==> config.mk <==
export PLATFORM = sky130hd
export DESIGN_NAME = lpms_top
export DESIGN_NICKNAME = d
export VERILOG_FILES = /design/src/lpms_pkg.sv /design/src/lpms_sync.sv /design/src/lpms_timer.sv /design/src/lpms_top.sv
export SDC_FILE = /design/constraint.sdc
export NUM_CORES = 1
export LEC_CHECK = 0
export ABC_AREA = 1
export BUFFER_PORTS_ARGS = -buffer_cell sky130_fd_sc_hd__clkbuf_2
export CORE_MARGIN = 8
export CORE_UTILIZATION = 40
export DETAILED_ROUTE_END_ITERATION = 12
export GPL_ROUTABILITY_DRIVEN = 1
export PLACE_DENSITY = 0.68
export SLEW_MARGIN = 20
export SYNTH_ARGS = -nofsm -noshare
export SYNTH_HDL_FRONTEND = slang
export SYNTH_SLANG_ARGS = --single-unit
export TNS_END_PERCENT = 30
==> constraint.sdc <==
create_clock -name clk_i -period 2.7 [get_ports clk_i]
set_clock_uncertainty 0.1 [all_clocks]
set_input_delay 0.675 -clock clk_i [delete_from_list [all_inputs] [get_ports clk_i]]
set_output_delay 0.675 -clock clk_i [all_outputs]
set_load 0.01 [all_outputs]
==> src/lpms_pkg.sv <==
`default_nettype none
package lpms_pkg;

  // register byte offsets (word aligned)
  localparam logic [7:0] CTRL_OFF      = 8'h00;  // mode select and standby options
  localparam logic [7:0] WAKE_SEL_OFF  = 8'h04;  // wake source enables
  localparam logic [7:0] SNZ_REQ_OFF   = 8'h08;  // snooze request source enables
  localparam logic [7:0] SNZ_END_OFF   = 8'h0C;  // snooze end source enables
  localparam logic [7:0] STATUS_OFF    = 8'h10;  // current mode, hold, supply
  localparam logic [7:0] IRQ_STAT_OFF  = 8'h14;  // sticky events, clear on read
  localparam logic [7:0] IRQ_MASK_OFF  = 8'h18;  // event mask
  localparam logic [7:0] RTC_SEC_OFF   = 8'h1C;  // rtc seconds count
  localparam logic [7:0] RTC_ALM_OFF   = 8'h20;  // rtc alarm compare
  localparam logic [7:0] RTC_PER_OFF   = 8'h24;  // rtc periodic select
  localparam logic [7:0] TMR_LO_OFF    = 8'h28;  // low timer reload
  localparam logic [7:0] TMR_HI_OFF    = 8'h2C;  // high timer reload
  localparam logic [7:0] TMR_CTRL_OFF  = 8'h30;  // timer enables, cascade

  // control register fields
  localparam int CTRL_STBY_BIT   = 0;  // 1: standby on wfi, 0: sleep
  localparam int CTRL_DEEP_BIT   = 1;  // deep_standby_select
  localparam int CTRL_SNZE_BIT   = 2;  // snooze enable
  localparam int CTRL_KEEP_BIT   = 3;  // deep supply keep option
  localparam int CTRL_HOLDCLR_BIT = 4; // write 1 releases io_hold_state

  // wake source vector positions
  localparam int SRC_W       = 8;
  localparam int SRC_TMR_LO  = 0;
  localparam int SRC_TMR_HI  = 1;
  localparam int SRC_RTC_ALM = 2;
  localparam int SRC_RTC_PER = 3;
  localparam int SRC_EXT0    = 4;  // ordinary / deep-capable external lines
  localparam int SRC_EXT1    = 5;
  localparam int SRC_EXT2    = 6;
  localparam int SRC_EXT3    = 7;

  // interrupt status bits
  localparam int EV_W        = 6;
  localparam int EV_WAKE     = 0;
  localparam int EV_SNZ_IN   = 1;
  localparam int EV_SNZ_OUT  = 2;
  localparam int EV_TMR_LO   = 3;
  localparam int EV_TMR_HI   = 4;
  localparam int EV_RTC_ALM  = 5;

  // reset values and rtc periodic code limit
  localparam logic [31:0] CTRL_RST     = 32'h0000_0000;
  localparam logic [15:0] TMR_LO_RST   = 16'h7FFF;  // sub-clock 32768 ticks
  localparam logic [15:0] TMR_HI_RST   = 16'h0009;  // ten underflows
  localparam logic [1:0]  RTC_PER_MAX  = 2'h3;      // largest periodic code, 2 s

  // timing
  localparam int CLK_HZ          = 10_000_000;
  localparam int LSO_HZ          = 32_768;
  localparam int RTC_TICK_NS     = 1_000_000_000;  // one second
  localparam int WAKE_LAT_NS     = 300;            // resume delay
  localparam int WAKE_LAT_CYC    = (WAKE_LAT_NS * (CLK_HZ / 1_000_000) + 999) / 1000;

  // sequencer modes, gray along normal-standby-snooze path
  typedef enum logic [2:0] {
    LPMS_NORMAL = 3'b000,
    LPMS_SLEEP  = 3'b100,
    LPMS_STBY   = 3'b001,
    LPMS_SNOOZE = 3'b011,
    LPMS_DEEP   = 3'b010,
    LPMS_RESUME = 3'b110
  } lpms_mode_t;

endpackage : lpms_pkg
`default_nettype wire

==> src/lpms_sync.sv <==
`timescale 1ns/1ns
`default_nettype none
// two flip-flop synchroniser for a bus of levels
module lpms_sync #(
  parameter int W = 1
) (
  // clock and reset
  input  wire logic         clk_i,
  input  wire logic         rst_i,
  // levels
  input  wire logic [W-1:0] d_i,
  output logic      [W-1:0] q_o
);
  logic [W-1:0] meta_r;  // first stage, read only by second

  // two stage capture
  always_ff @(posedge clk_i) begin
    if (rst_i) begin
      meta_r <= '0;
      q_o    <= '0;
    end else begin
      meta_r <= d_i;
      q_o    <= meta_r;
    end
  end
endmodule : lpms_sync
`default_nettype wire

==> src/lpms_timer.sv <==
`timescale 1ns/1ns
`default_nettype none
// reloading down counter with underflow pulse
module lpms_timer #(
  parameter int W = 16
) (
  // clock and reset
  input  wire logic         clk_i,
  input  wire logic         rst_i,
  // control
  input  wire logic         en_i,
  input  wire logic         tick_i,
  input  wire logic [W-1:0] reload_i,
  // status
  output logic      [W-1:0] count_o,
  output logic              uflow_o
);
  // count on tick, reload and pulse at zero
  always_ff @(posedge clk_i) begin
    if (rst_i) begin
      count_o <= '0;
      uflow_o <= 1'b0;
    end else begin
      uflow_o <= 1'b0;
      if (!en_i) begin
        count_o <= reload_i;  // stopped: preload
      end else if (tick_i) begin
        if (count_o == '0) begin
          count_o <= reload_i;
          uflow_o <= 1'b1;
        end else begin
          count_o <= count_o - W'(1);
        end
      end
    end
  end
endmodule : lpms_timer
`default_nettype wire

==> src/lpms_top.sv <==
// Operation
// - standby goes to snooze on request source
// - snooze returns to standby on end source
// - standby wake source wakes from standby, snooze
// - only deep-capable external lines and timer underflows cancel deep
// - supply option keeps or cuts deep domains
// - rtc keeps counting in every mode
// - rtc alarm wakes from snooze or standby
// - rtc periodic interval at most two seconds
// - cascade: high timer counts low underflows
// - low timer underflows once per second at default reload
// - wfi enters mode, configured interrupt cancels
// - deep entry via standby with select set
// - snooze reached only from standby
// - any enabled interrupt cancels sleep
// - deep wake via reset, pins held till release
`timescale 1ns/1ns
`default_nettype none
module lpms_top #(
  parameter int LSO_DIV = 305,  // clk cycles per low-speed osc tick
  parameter int SUB_DIV = 305   // clk cycles per sub-clock tick
) (
  // clock and reset
  input  wire logic        clk_i,
  input  wire logic        rst_i,
  // wishbone slave
  input  wire logic        cyc_i,
  input  wire logic        stb_i,
  input  wire logic        we_i,
  input  wire logic [7:0]  adr_i,
  input  wire logic [3:0]  sel_i,
  input  wire logic [31:0] dat_i,
  output logic      [31:0] dat_o,
  output logic             ack_o,
  // core side
  input  wire logic        wfi_i,          // wait-for-interrupt executed
  input  wire logic        irq_pending_i,  // any enabled core interrupt
  input  wire logic        irq_serviced_i, // wake interrupt handled
  output logic             core_halt_o,
  output logic             core_resume_o,
  // external pins (asynchronous)
  input  wire logic [3:0]  ext_irq_i,
  input  wire logic [3:0]  deep_standby_wake_irq_i,
  // power outputs
  output logic             deep_reset_o,
  output logic             io_hold_state_o,
  output logic             supply_keep_o,
  output logic             supply_cut_o,
  output logic             irq_o
);
  localparam int SRC_WIDTH = lpms_pkg::SRC_W;  // source vector width
  // synchronised pins
  logic [3:0] ext_s, dsw_s;
  logic       wfi_r;              // wfi edge helper
  logic [31:0] ctrl_r;            // control register
  logic [SRC_WIDTH-1:0] wake_sel_r, snz_req_r, snz_end_r;
  logic [lpms_pkg::EV_W-1:0] ev_stat_r, ev_mask_r, ev_set;
  logic [31:0] rtc_sec_r, rtc_alm_r;
  logic [1:0]  rtc_per_r;
  logic [15:0] tmr_lo_rl_r, tmr_hi_rl_r, tmr_lo_cnt, tmr_hi_cnt;
  logic [2:0]  tmr_ctrl_r;        // lo en, hi en, cascade
  logic        tmr_lo_uf, tmr_hi_uf;
  logic [15:0] lso_div_r, sub_div_r;
  logic        lso_tick, sub_tick;
  logic [15:0] rtc_frac_r;
  logic        rtc_sec_tick, rtc_per_tick, rtc_alm_hit;
  logic [1:0]  per_cnt_r;
  lpms_pkg::lpms_mode_t mode_r, mode_nxt;
  logic [3:0]  lat_r;
  logic [SRC_WIDTH-1:0] src_vec, src_deep;
  logic        bus_req, rd_stat;
  logic [31:0] rd_nxt;

  // pin synchronisers
  lpms_sync #(.W(8)) u_sync (
    .clk_i (clk_i),
    .rst_i (rst_i),
    .d_i   ({ext_irq_i, deep_standby_wake_irq_i}),
    .q_o   ({ext_s, dsw_s})
  );

  // low-speed osc and sub-clock tick dividers
  always_ff @(posedge clk_i) begin
    if (rst_i) begin
      lso_div_r <= 16'h0000;
      sub_div_r <= 16'h0000;
    end else begin
      lso_div_r <= lso_tick ? 16'h0000 : lso_div_r + 16'h0001;
      sub_div_r <= sub_tick ? 16'h0000 : sub_div_r + 16'h0001;
    end
  end
  assign lso_tick = (lso_div_r == 16'(LSO_DIV - 1));
  assign sub_tick = (sub_div_r == 16'(SUB_DIV - 1));

  // rtc seconds, free running on low-speed osc regardless of mode
  always_ff @(posedge clk_i) begin
    if (rst_i) begin
      rtc_frac_r <= 16'h0000;
      rtc_sec_r  <= 32'h0000_0000;
      per_cnt_r  <= 2'h0;
    end else begin
      if (bus_req && we_i && adr_i == lpms_pkg::RTC_SEC_OFF) begin
        rtc_sec_r  <= dat_i;
        rtc_frac_r <= 16'h0000;
      end else if (lso_tick) begin
        rtc_frac_r <= rtc_sec_tick ? 16'h0000 : rtc_frac_r + 16'h0001;
        if (rtc_sec_tick) begin
          rtc_sec_r <= rtc_sec_r + 32'h0000_0001;
        end
      end
      if (rtc_sec_tick && lso_tick) begin
        per_cnt_r <= rtc_per_tick ? 2'h0 : per_cnt_r + 2'h1;
      end
    end
  end
  assign rtc_sec_tick = (rtc_frac_r == 16'(lpms_pkg::LSO_HZ - 1));
  // period 1 or 2 s only; longer needs alarm
  assign rtc_per_tick = (per_cnt_r >= {1'b0, rtc_per_r[0]});
  assign rtc_alm_hit  = (rtc_sec_r == rtc_alm_r);

  // low timer on sub-clock, 1 s underflow at default reload
  lpms_timer #(.W(16)) u_tmr_lo (
    .clk_i    (clk_i),
    .rst_i    (rst_i),
    .en_i     (tmr_ctrl_r[0]),
    .tick_i   (sub_tick),
    .reload_i (tmr_lo_rl_r),
    .count_o  (tmr_lo_cnt),
    .uflow_o  (tmr_lo_uf)
  );

  // high timer counts low underflows in cascade
  lpms_timer #(.W(16)) u_tmr_hi (
    .clk_i    (clk_i),
    .rst_i    (rst_i),
    .en_i     (tmr_ctrl_r[1]),
    .tick_i   (tmr_ctrl_r[2] ? tmr_lo_uf : sub_tick),
    .reload_i (tmr_hi_rl_r),
    .count_o  (tmr_hi_cnt),
    .uflow_o  (tmr_hi_uf)
  );

  // source vectors; deep accepts only dedicated lines and timer underflows
  assign src_vec  = {ext_s, rtc_per_tick & rtc_sec_tick & lso_tick,
                     rtc_alm_hit & rtc_sec_tick & lso_tick, tmr_hi_uf, tmr_lo_uf};
  assign src_deep = {dsw_s, 1'b0, 1'b0, tmr_hi_uf, tmr_lo_uf};

  // mode sequencer next state
  always_comb begin
    mode_nxt = mode_r;
    unique case (mode_r)
      lpms_pkg::LPMS_NORMAL: begin
        if (wfi_i && !wfi_r) begin
          if (!ctrl_r[lpms_pkg::CTRL_STBY_BIT]) begin
            mode_nxt = lpms_pkg::LPMS_SLEEP;
          end else begin
            mode_nxt = lpms_pkg::LPMS_STBY;
          end
        end
      end
      lpms_pkg::LPMS_SLEEP: begin
        if (irq_pending_i || |src_vec) begin
          mode_nxt = lpms_pkg::LPMS_RESUME;
        end
      end
      lpms_pkg::LPMS_STBY: begin
        if (ctrl_r[lpms_pkg::CTRL_DEEP_BIT]) begin
          mode_nxt = lpms_pkg::LPMS_DEEP;
        end else if (|(src_vec & wake_sel_r)) begin
          mode_nxt = lpms_pkg::LPMS_RESUME;
        end else if (ctrl_r[lpms_pkg::CTRL_SNZE_BIT] && |(src_vec & snz_req_r)) begin
          mode_nxt = lpms_pkg::LPMS_SNOOZE;
        end
      end
      lpms_pkg::LPMS_SNOOZE: begin
        if (|(src_vec & wake_sel_r)) begin
          mode_nxt = lpms_pkg::LPMS_RESUME;
        end else if (|(src_vec & snz_end_r)) begin
          mode_nxt = lpms_pkg::LPMS_STBY;
        end
      end
      lpms_pkg::LPMS_DEEP: begin
        if (|(src_deep & wake_sel_r)) begin
          mode_nxt = lpms_pkg::LPMS_NORMAL;
        end
      end
      lpms_pkg::LPMS_RESUME: begin
        if (lat_r == 4'h0 && irq_serviced_i) begin
          mode_nxt = lpms_pkg::LPMS_NORMAL;
        end
      end
      default: mode_nxt = lpms_pkg::LPMS_NORMAL;
    endcase
  end

  // mode register and wfi edge
  always_ff @(posedge clk_i) begin
    if (rst_i) begin
      mode_r <= lpms_pkg::LPMS_NORMAL;
      wfi_r  <= 1'b0;
    end else begin
      mode_r <= mode_nxt;
      wfi_r  <= wfi_i;
    end
  end

  // resume latency counter
  always_ff @(posedge clk_i) begin
    if (rst_i) begin
      lat_r <= 4'h0;
    end else if (mode_nxt == lpms_pkg::LPMS_RESUME && mode_r != lpms_pkg::LPMS_RESUME) begin
      lat_r <= 4'(lpms_pkg::WAKE_LAT_CYC);
    end else if (lat_r != 4'h0) begin
      lat_r <= lat_r - 4'h1;
    end
  end

  // deep wake reset pulse and io hold
  always_ff @(posedge clk_i) begin
    if (rst_i) begin
      deep_reset_o    <= 1'b0;
      io_hold_state_o <= 1'b0;
    end else begin
      deep_reset_o <= (mode_r == lpms_pkg::LPMS_DEEP) && (mode_nxt == lpms_pkg::LPMS_NORMAL);
      if (mode_nxt == lpms_pkg::LPMS_DEEP) begin
        io_hold_state_o <= 1'b1;
      end else if (bus_req && we_i && adr_i == lpms_pkg::CTRL_OFF
                   && dat_i[lpms_pkg::CTRL_HOLDCLR_BIT]) begin
        io_hold_state_o <= 1'b0;
      end
    end
  end

  // supply control in deep standby
  always_ff @(posedge clk_i) begin
    if (rst_i) begin
      supply_keep_o <= 1'b0;
      supply_cut_o  <= 1'b0;
    end else begin
      supply_keep_o <= mode_nxt == lpms_pkg::LPMS_DEEP && ctrl_r[lpms_pkg::CTRL_KEEP_BIT];
      supply_cut_o  <= mode_nxt == lpms_pkg::LPMS_DEEP && !ctrl_r[lpms_pkg::CTRL_KEEP_BIT];
    end
  end

  // core handshakes
  assign core_halt_o   = (mode_r != lpms_pkg::LPMS_NORMAL) && (mode_r != lpms_pkg::LPMS_RESUME);
  assign core_resume_o = (mode_r == lpms_pkg::LPMS_RESUME) && (lat_r == 4'h0);

  // wishbone request, single cycle ack
  assign bus_req = cyc_i && stb_i && !ack_o;
  assign rd_stat = bus_req && !we_i && adr_i == lpms_pkg::IRQ_STAT_OFF;

  // register writes; clock selection is software's duty in normal mode
  always_ff @(posedge clk_i) begin
    if (rst_i) begin
      ctrl_r      <= lpms_pkg::CTRL_RST;
      wake_sel_r  <= '0;
      snz_req_r   <= '0;
      snz_end_r   <= '0;
      ev_mask_r   <= '0;
      rtc_alm_r   <= 32'hFFFF_FFFF;
      rtc_per_r   <= 2'h0;
      tmr_lo_rl_r <= lpms_pkg::TMR_LO_RST;
      tmr_hi_rl_r <= lpms_pkg::TMR_HI_RST;
      tmr_ctrl_r  <= 3'h0;
    end else if (bus_req && we_i && sel_i[0]) begin
      unique case (adr_i)
        lpms_pkg::CTRL_OFF:     ctrl_r      <= {28'h0, dat_i[3:0]};
        lpms_pkg::WAKE_SEL_OFF: wake_sel_r  <= dat_i[7:0];
        lpms_pkg::SNZ_REQ_OFF:  snz_req_r   <= dat_i[7:0];
        lpms_pkg::SNZ_END_OFF:  snz_end_r   <= dat_i[7:0];
        lpms_pkg::IRQ_MASK_OFF: ev_mask_r   <= dat_i[5:0];
        lpms_pkg::RTC_ALM_OFF:  rtc_alm_r   <= dat_i;
        lpms_pkg::RTC_PER_OFF:  rtc_per_r   <= dat_i[1:0] & lpms_pkg::RTC_PER_MAX;
        lpms_pkg::TMR_LO_OFF:   tmr_lo_rl_r <= dat_i[15:0];
        lpms_pkg::TMR_HI_OFF:   tmr_hi_rl_r <= dat_i[15:0];
        lpms_pkg::TMR_CTRL_OFF: tmr_ctrl_r  <= dat_i[2:0];
        default: ;
      endcase
    end
  end

  // sticky events: set beats clear-on-read
  assign ev_set = {rtc_alm_hit & rtc_sec_tick & lso_tick, tmr_hi_uf, tmr_lo_uf,
                   mode_r == lpms_pkg::LPMS_SNOOZE && mode_nxt == lpms_pkg::LPMS_STBY,
                   mode_r == lpms_pkg::LPMS_STBY && mode_nxt == lpms_pkg::LPMS_SNOOZE,
                   mode_nxt == lpms_pkg::LPMS_RESUME && mode_r != lpms_pkg::LPMS_RESUME};
  always_ff @(posedge clk_i) begin
    if (rst_i) begin
      ev_stat_r <= '0;
    end else begin
      ev_stat_r <= (rd_stat ? '0 : ev_stat_r) | ev_set;
    end
  end
  assign irq_o = |(ev_stat_r & ev_mask_r);

  // read mux
  always_comb begin
    rd_nxt = 32'h0000_0000;
    unique case (adr_i)
      lpms_pkg::CTRL_OFF:     rd_nxt = ctrl_r;
      lpms_pkg::WAKE_SEL_OFF: rd_nxt = {24'h0, wake_sel_r};
      lpms_pkg::SNZ_REQ_OFF:  rd_nxt = {24'h0, snz_req_r};
      lpms_pkg::SNZ_END_OFF:  rd_nxt = {24'h0, snz_end_r};
      lpms_pkg::STATUS_OFF:   rd_nxt = {26'h0, supply_keep_o, io_hold_state_o, 1'b0, mode_r};
      lpms_pkg::IRQ_STAT_OFF: rd_nxt = {26'h0, ev_stat_r};
      lpms_pkg::IRQ_MASK_OFF: rd_nxt = {26'h0, ev_mask_r};
      lpms_pkg::RTC_SEC_OFF:  rd_nxt = rtc_sec_r;
      lpms_pkg::RTC_ALM_OFF:  rd_nxt = rtc_alm_r;
      lpms_pkg::RTC_PER_OFF:  rd_nxt = {30'h0, rtc_per_r};
      lpms_pkg::TMR_LO_OFF:   rd_nxt = {tmr_lo_cnt, tmr_lo_rl_r};
      lpms_pkg::TMR_HI_OFF:   rd_nxt = {tmr_hi_cnt, tmr_hi_rl_r};
      lpms_pkg::TMR_CTRL_OFF: rd_nxt = {29'h0, tmr_ctrl_r};
      default:                rd_nxt = 32'h0000_0000;  // unmapped reads zero
    endcase
  end

  // ack and registered read data
  always_ff @(posedge clk_i) begin
    if (rst_i) begin
      ack_o <= 1'b0;
      dat_o <= 32'h0000_0000;
    end else begin
      ack_o <= bus_req;
      if (bus_req && !we_i) begin
        dat_o <= rd_nxt;
      end
    end
  end

endmodule : lpms_top
`default_nettype wire

==> impl_metrics.tcl, run 1 <==
set metrics [dict create \
    final_common_cell "nand2_1" \
    die_w_um 207 \
    worstSetupEndpointType "primary output" \
    synthTopCellsByArea "dfxtp_1 (39%), nand2_1 (12%), inv_1 (7.4%)" \
    slew_violations 0 \
    chipHeight_um 207 \
    synth_xor_xnor_area_share_pct 3.01 \
    start_util_pct 40.2 \
    synth_fp_nets 2170 \
    netlist-cell-type-count 54 \
    dr.pass1.iters 5 \
    power_density_nw_per_um2 554 \
    max_freq_mhz 386 \
    syn_to_final_growth_pct 16.5 \
    gp_congestion 0.954 \
    core_area_um2 36200 \
    synth_seq_area_share_pct 39.4 \
    cts_buffer_depth 3 \
    antenna_found_initial 0 \
    wl_per_cell_um 17.3 \
    whs_ns 0.241 \
    yosysWarnings 0 \
    track_usage_pct 21.6 \
    cts_root_buf "clkbuf_16" \
    crit_fanout 7 \
    rows 70 \
    status "completed" \
    maxCapViolCount 0 \
    clkSinkCount 286 \
    path_clk_slew_ns 0.06 \
    die_area_um2 42700 \
    ys_ff_latch 286 \
    io_buffers 96 \
    syn_area_um2 14500 \
    grt_pass1_vias 13400 \
    drt-vias-per-instance 5.37 \
    netlist_instances 2097 \
    arrival_ns 1.81 \
    hold_viol_final 0 \
    drt_iter0_markers 1284 \
    relSlewSlack_pct 39.0 \
    ctsHoldBuffers 0 \
    tritoncts "done" \
    drc 0 \
    path_class "flip-flop to primary output" \
    vias 14500 \
    nets 2289 \
    hold_path_class "input pin to flip-flop" \
    cts_buffers 34 \
    layout_common_cells "nand2_1 (447), dfxtp_1 (285), inv_1 (284), nor2_1 (209), a21oi_1 (176)" \
    period_share_pct 95.8 \
    synth_top_cell_by_area "dfxtp_1" \
    final_cells 2708 \
    num_antenna_cells 0 \
    io_pins 100 \
    grt_max_degree 74 \
    dp_hpwl_um 35100 \
    startpoint_type "flip-flop" \
    gr-total-overflow 0 \
    cp.required_ns 1.92 \
    finalWirelength_um 46900 \
    drtAntennaViolNets 0 \
    grt_pass1_wl_um 73300 \
    tightest_slew_ns 0.916 \
    synth_top_family_by_area "simple AND/OR/NAND/NOR gates" \
    min_period_ns 2.59 \
    synthSimpleGateAreaFrac_pct 25.8 \
    synthAdderAreaFrac_pct 1.12 \
    synth-compound-area-share_pct 21.0 \
    cts_setup_buffers 0 \
    synth_mux_area_share_pct 0 \
    synth_top_area_share_pct 39.4 \
    ir_drop_v 0.000513 \
    p_leak_nw 6.84 \
    insertion_delay_ns 0.52 \
    drive_above_1_share_pct 12.6 \
    dpl.cell_count 2648 \
    synth.avg_cell_area_um2 6.93 \
    h-tree-depth 2 \
    setup_viol 0 \
]
-- routing by layer --
layer	vias to the layer above	share of wire (%)	wire length [um]	track usage [%]
met5	-	0	0	0
met4	0	3.5	1620	8.43
met3	89	6.9	3230	2.90
met2	553	45	20900	34.5
met1	6716	45	21200	29.2
li1	7186	-	-	-
-- critical path, cell delays in order, from the launching register on --
cell      delay, ns
dfxtp_1        0.42
inv_1          0.14
nor3_1         0.31
inv_1          0.15
nor2_1         0.13
clkbuf_2       0.15
-- cell families (layout without fill, tap and decap cells) --
group / Yosys count / after routing
DFF: 286 / 286
buffers and inverters: 371 / 514
adders and majority gates: 13 / 13
and+or+nand+nor: 856 / 856
xor gates and xnor gates: 50 / 50
AOI/OAI and AO/OA: 521 / 521
-- synthesized netlist by cell type, drive strengths merged --
cell type	instances
nand2	458
inv	292
dfxtp	286
nor2	229
a21oi	178
o21ai	152
clkbuf	67
o22ai	57
o211ai	56
nor3	52
nand3	51
xor2	40
nand4	30
a22oi	16
nor4	15
a211oi	13
ha	13
a31oi	12
buf	11
nor3b	11
a221oi	10
a22o	10
xnor2	10
or2	7
o31ai	4
o2111ai	2
o21bai	2
o311ai	2
o41ai	2
a2111oi	1
and2	1
and3	1
clkinv	1
nand3b	1
o21a	1
o221ai	1
o2bb2ai	1
o32ai	1
-- state kept, by name, indices dropped and copies added, names as in the netlist, 8 cells and up --
name and cells:
dat_o 32, lso_div_r 16, rtc_alm_r 32, rtc_frac_r 16, rtc_sec_r 32, snz_end_r 8
snz_req_r 8, sub_div_r 16, tmr_hi_rl_r 16, tmr_lo_rl_r 16, u_sync.meta_r 8, u_sync.q_o 8
u_tmr_hi.count_o 16, u_tmr_lo.count_o 16, wake_sel_r 8
-- what timing repair did --
item | in CTS | in global routing
hold endpoints to repair | 0 | 0
setup endpoints to repair | 0 | 6
resized for setup | 0 | 2
-- final cells by class --
class	instances	area (um^2)
repair buffers	161	1020
clock inverters	8	52.6
multi-input cells	1440	7420
fillers	3683	19200
inverters	293	1100
flip-flops and latches	286	5730
clock buffers	52	1020
well taps	468	586
-- metrics by stage --
stage | cell area [um^2] | setup TNS [ns] | power, W | worst slack, ns | utilization (%)
finish | 16900 | 0 | 0.00937 | 0.112 | 46.8
global placement | 15800 | 0 | 0.00499 | 0.0707 | 43.8
CTS | 16900 | 0 | 0.00945 | 0.103 | 46.8
floorplan | 14500 | 0 | 0.00480 | 0.381 | -
detailed placement | 15800 | 0 | 0.00501 | 0.0387 | 43.8
global route | 16900 | -0.000557 | 0.00969 | -0.000557 | 46.8
-- where the power goes --
| part | switching, W | internal (W) |
|---|---|---|
| Combinational | 0.000388 | 0.000195 |
| Clock | 0.00184 | 0.00261 |
| Sequential | 0.0000490 | 0.00429 |
-- final timing paths --
path	depth (start not counted)	startpoint	end	slack (ns)
max	5	mode_r[2]	core_resume_o	0.11
min reg2reg	2	u_sync.meta_r[2]	u_sync.q_o[2]	0.30
max reg2reg	17	rtc_sec_r[3]	lat_r[0]	0.20
min	3	ext_irq_i[0]	u_sync.meta_r[4]	0.24
Power figures use the tool's default switching activity.
==> inputs of run 2 (changes only) <==
Clock period 2.7 ns to 2.5 ns, I/O delays scaled along.
==> impl_metrics.tcl, run 2 (synthesis gave the netlist of run 1 again) <==
set metrics [dict create \
    drive_above_1_share_pct 16.0 \
    ir_drop_v 0.000654 \
    multiInputGateArea_um2 7510 \
    max_freq_mhz 413 \
    path_class "flip-flop to primary output" \
    num-fill-cells 3614 \
    io_buffers 96 \
    start_util_pct 40.2 \
    ctsHoldBuffers 0 \
    final_common_cell "nand2_1" \
    path_cells "inv_1 > ha_1 > nand3_1 > nor2_1 > clkbuf_2" \
    grt_max_degree 71 \
    vias 14900 \
    whs_ns 0.143 \
    min_period_ns 2.42 \
    fin_setup_tns_ns 0 \
    relSlewSlack_pct 40.6 \
    hold_path_class "input pin to flip-flop" \
    tightest_slew_ns 0.891 \
    grt_pass1_vias 14100 \
    final_area_um2 17400 \
    status "completed" \
    hold_viol_final 0 \
    layout_common_cells "nand2_1 (442), inv_1 (279), dfxtp_1 (275), nor2_1 (202), a21oi_1 (176)" \
    p_leak_nw 7.08 \
    num_antenna_cells 0 \
    finalWirelength_um 47400 \
    reg2reg_slack_ns 0.14 \
    largestRegisters "dat_o (32), rtc_alm_r (32), rtc_sec_r (32)" \
    io_pins 100 \
    core_area_um2 36200 \
    pre_cts_slack_ns -0.149 \
    h-tree-depth 1 \
    gp_congestion 0.973 \
    path_clk_slew_ns 0.06 \
    dr.pass1.iters 6 \
    drt-vias-per-instance 5.40 \
    cp_top_family "simple AND/OR/NAND/NOR gates" \
    die_area_um2 42700 \
    arrival_ns 1.70 \
    crit_fanout 7 \
    final.setup.worst_slack_ns 0.0776 \
    placed_cell_area_um2 16200 \
    antenna_found_initial 0 \
    worstSetupEndpointType "primary output" \
    drt_iter0_markers 1423 \
    cts_root_buf "clkbuf_16" \
    slew_violations 0 \
    crit_buf_inv 2 \
    drc 0 \
    power_density_nw_per_um2 580 \
    track_usage_pct 21.7 \
    cts_buffer_depth 3 \
    max_stage_delay_ns 0.30 \
    maxCapViolCount 0 \
    chipHeight_um 207 \
    insertion_delay_ns 0.57 \
    dp_hpwl_um 36000 \
    grt_pass1_wl_um 74500 \
    wl_per_cell_um 17.2 \
    register_area_um2 5740 \
    rows 70 \
    crit_slowest_cell "dfxtp_1" \
    rsz0062_at_grt "true" \
    tritoncts "done" \
    die_w_um 207 \
    startpoint_type "flip-flop" \
    syn_to_final_growth_pct 19.7 \
    totalPowerFinal_w 0.0101 \
    clkSinkCount 286 \
    period_share_pct 96.9 \
    cp.required_ns 1.77 \
    cts_buffers 31 \
    setup_viol 0 \
    gr-total-overflow 0 \
    drtAntennaViolNets 0 \
    nets 2334 \
]
==> run 2: changes by cell type in the layout (fill, tap and decap cells not counted), sizes merged <==
cell      change
buf          +47
bufinv        +3
clkbuf       -10
clkinv        +1
clkinvlp      +4
==> run 2: report_power, final <==
part	total [W]	internal (W)	leakage, nW	switching, W
Combinational	0.000664	0.000228	4.25	0.000436
Sequential	0.00469	0.00463	2.32	0.0000552
Clock	0.00474	0.00279	0.513	0.00195
==> run 2: what timing repair did <==
item,in CTS,in global routing
resized for setup,1,41
endpoints found under the setup margin,1,26
cloned,0,1
pin swaps,0,18
buffers inserted,0,6
==> run 2: worst paths after layout <==
path / from / end / cells past startpoint
worst max-delay path: lat_r[0] / core_resume_o / 5
worst min-delay path: ext_irq_i[2] / u_sync.meta_r[6] / 3
worst max register to register: rtc_frac_r[0] / lat_r[2] / 17
worst min register to register: u_sync.meta_r[6] / u_sync.q_o[6] / 2
==> run 2: worst min-delay path, cell delays in order <==
cell and delay (ns):
clkbuf_2 0.08, inv_1 0.04, nor2_1 0.03
==> run 2: final cells by class <==
type,instances,share of cell area (%)
well taps,468,3.37
multi-input cells,1440,43.2
clock inverters,15,0.985
repair inverters,1,0.0288
repair buffers,208,7.99
clock buffers,42,5.10
flip-flops and latches,286,33.0
inverters,293,6.36
==> run 2: metrics by stage <==
stage                     utilization (%)  cells
after floorplan                         -   2097
after detailed placement             44.7   2689
after global placement               44.7   2689
after CTS                            47.6   2746
after global routing                 48.1   2753
final                                48.1   2753
==> run 2: routing by layer <==
metal | wire length, um | track usage (%) | vias up
met4 | 1890 | 8.25 | 0
met2 | 21300 | 35.3 | 549
met1 | 21300 | 29.3 | 6916
met5 | 0 | 0 | -
met3 | 2840 | 2.33 | 102
li1 | - | - | 7287
==> inputs of run 3 (changes only) <==
Settings changed: CELL_PAD_IN_SITES_DETAIL_PLACEMENT set to 1, CELL_PAD_IN_SITES_GLOBAL_PLACEMENT set to 1, CORE_UTILIZATION 40 to 35, GPL_ROUTABILITY_DRIVEN 1 to 0, PLACE_DENSITY 0.68 to 0.77.
==> impl_metrics.tcl, run 3 (synthesis gave the netlist of run 1 again) <==
set metrics [dict create \
    grt_pass1_wl_um 87000 \
    power_density_nw_per_um2 587 \
    nets 2345 \
    grt_pass1_vias 16100 \
    min_period_ns 2.40 \
    tightest_slew_ns 0.689 \
    final_common_cell "nand2_1" \
    antenna_found_initial 0 \
    dr.pass1.iters 5 \
    arrival_ns 2.76 \
    fin_setup_tns_ns 0 \
    core_area_um2 40900 \
    start_util_pct 35.5 \
    status "completed" \
    slew_violations 0 \
    final_cells 2828 \
    die_area_um2 48300 \
    crit_fanout 5 \
    track_usage_pct 22.5 \
    h-tree-depth 2 \
    max_freq_mhz 417 \
    holdPathStages 3 \
    layout_common_cells "nand2_1 (439), inv_1 (276), dfxtp_1 (266), nor2_1 (199), a21oi_1 (176)" \
    cp.required_ns 2.86 \
    wl_met3_um 3070 \
    hold_viol_final 0 \
    cts_buffer_depth 3 \
    drive_above_1_share_pct 16.9 \
    worstSetupEndpointType "flip-flop" \
    dp_hpwl_um 41100 \
    dpl.cell_count 2758 \
    num-fill-cells 5241 \
    io_buffers 96 \
    die_w_um 220 \
    rows 74 \
    cts_root_buf "clkbuf_16" \
    finish.utilization_pct 43.3 \
    largestRegisters "dat_o (32), rtc_alm_r (32), rtc_sec_r (32)" \
    drc 0 \
    wl_per_cell_um 19.5 \
    drtAntennaViolNets 0 \
    path_clk_slew_ns 0.06 \
    syn_to_final_growth_pct 21.8 \
    grt_max_degree 124 \
    met1Wirelength_um 23900 \
    gr-total-overflow 0 \
    pre_cts_slack_ns -0.207 \
    relSlewSlack_pct 53.6 \
    startpoint_type "flip-flop" \
    rsz0062_at_grt "true" \
    finalWirelength_um 55100 \
    tritoncts "done" \
    chipHeight_um 220 \
    clkSinkCount 286 \
    io_pins 100 \
    setup_viol 0 \
    drt-vias-per-instance 5.43 \
    cts_buffers 35 \
    maxCapViolCount 0 \
    drt_iter0_markers 1015 \
    vias 15300 \
    num_antenna_cells 0 \
    routed-wl-met2_um 25600 \
    p_leak_nw 7.22 \
    period_share_pct 96.0 \
    hold_path_class "input pin to flip-flop" \
    ir_drop_v 0.000430 \
    top_layer "met4" \
    path_class "flip-flop to flip-flop" \
    r2r_cells 17 \
    final.setup.worst_slack_ns 0.101 \
    insertion_delay_ns 0.53 \
]
## run 3: final timing paths
check                                       from                to  slack (ns)
worst max register to register     rtc_sec_r[30]          lat_r[0]        0.10
worst max-delay path               rtc_sec_r[30]          lat_r[0]        0.10
worst min register to register  u_sync.meta_r[2]     u_sync.q_o[2]        0.30
worst min-delay path                ext_irq_i[2]  u_sync.meta_r[6]        0.18
## run 3: report_power, final
part	internal (W)	switching [W]
Clock	0.00297	0.00203
Sequential	0.00463	0.0000552
Combinational	0.000252	0.000458
Total	0.00785	0.00254
## run 3: what timing repair did
item	4_1_cts	5_1_grt
setup endpoints to repair	19	26
pin swaps	0	20
resized for setup	6	61
cloned	0	0
hold buffers	0	0
setup buffers	0	9
## run 3: final cells by class
class	count	area (um^2)	area share [%]
inverters	293	1100	6.23
clock inverters	5	27.5	0.155
clock buffers	56	1090	6.14
multi-input cells	1440	7580	42.8
flip-flops and latches	286	5750	32.5
repair buffers	216	1500	8.45
well taps	532	666	3.76
## run 3: metrics by stage
| step | area [um^2] | hold WS (ns) | power, W |
|---|---|---|---|
| floorplan | 14500 | 0.288 | 0.00519 |
| global placement | 16300 | 0.293 | 0.00544 |
| detailed placement | 16300 | 0.298 | 0.00547 |
| CTS | 17500 | 0.163 | 0.0105 |
| global route | 17700 | 0.178 | 0.0108 |
| finish | 17700 | 0.183 | 0.0104 |
## run 3: worst max-delay path, cell delays in order (launching register included)
cell	delay, ns
dfxtp_1	0.43
nand2_1	0.10
nand2_2	0.12
and2_1	0.14
nand2_1	0.07
nor2_2	0.13
nand2_1	0.13
nor2_4	0.17
nand3_2	0.12
nand2_4	0.11
nor2_2	0.03
nand2_1	0.08
nand2_2	0.07
nand2_4	0.11
nand3_4	0.07
nor2_4	0.19
nor2_1	0.07
nor2_1	0.07
## run 3: routing by layer
metal / vias to the layer above / track usage [%]
li1: 7304 / -
met1: 7430 / 28.5
met2: 471 / 37.5
met3: 141 / 3.36
met4: 0 / 10.3
met5: - / 0
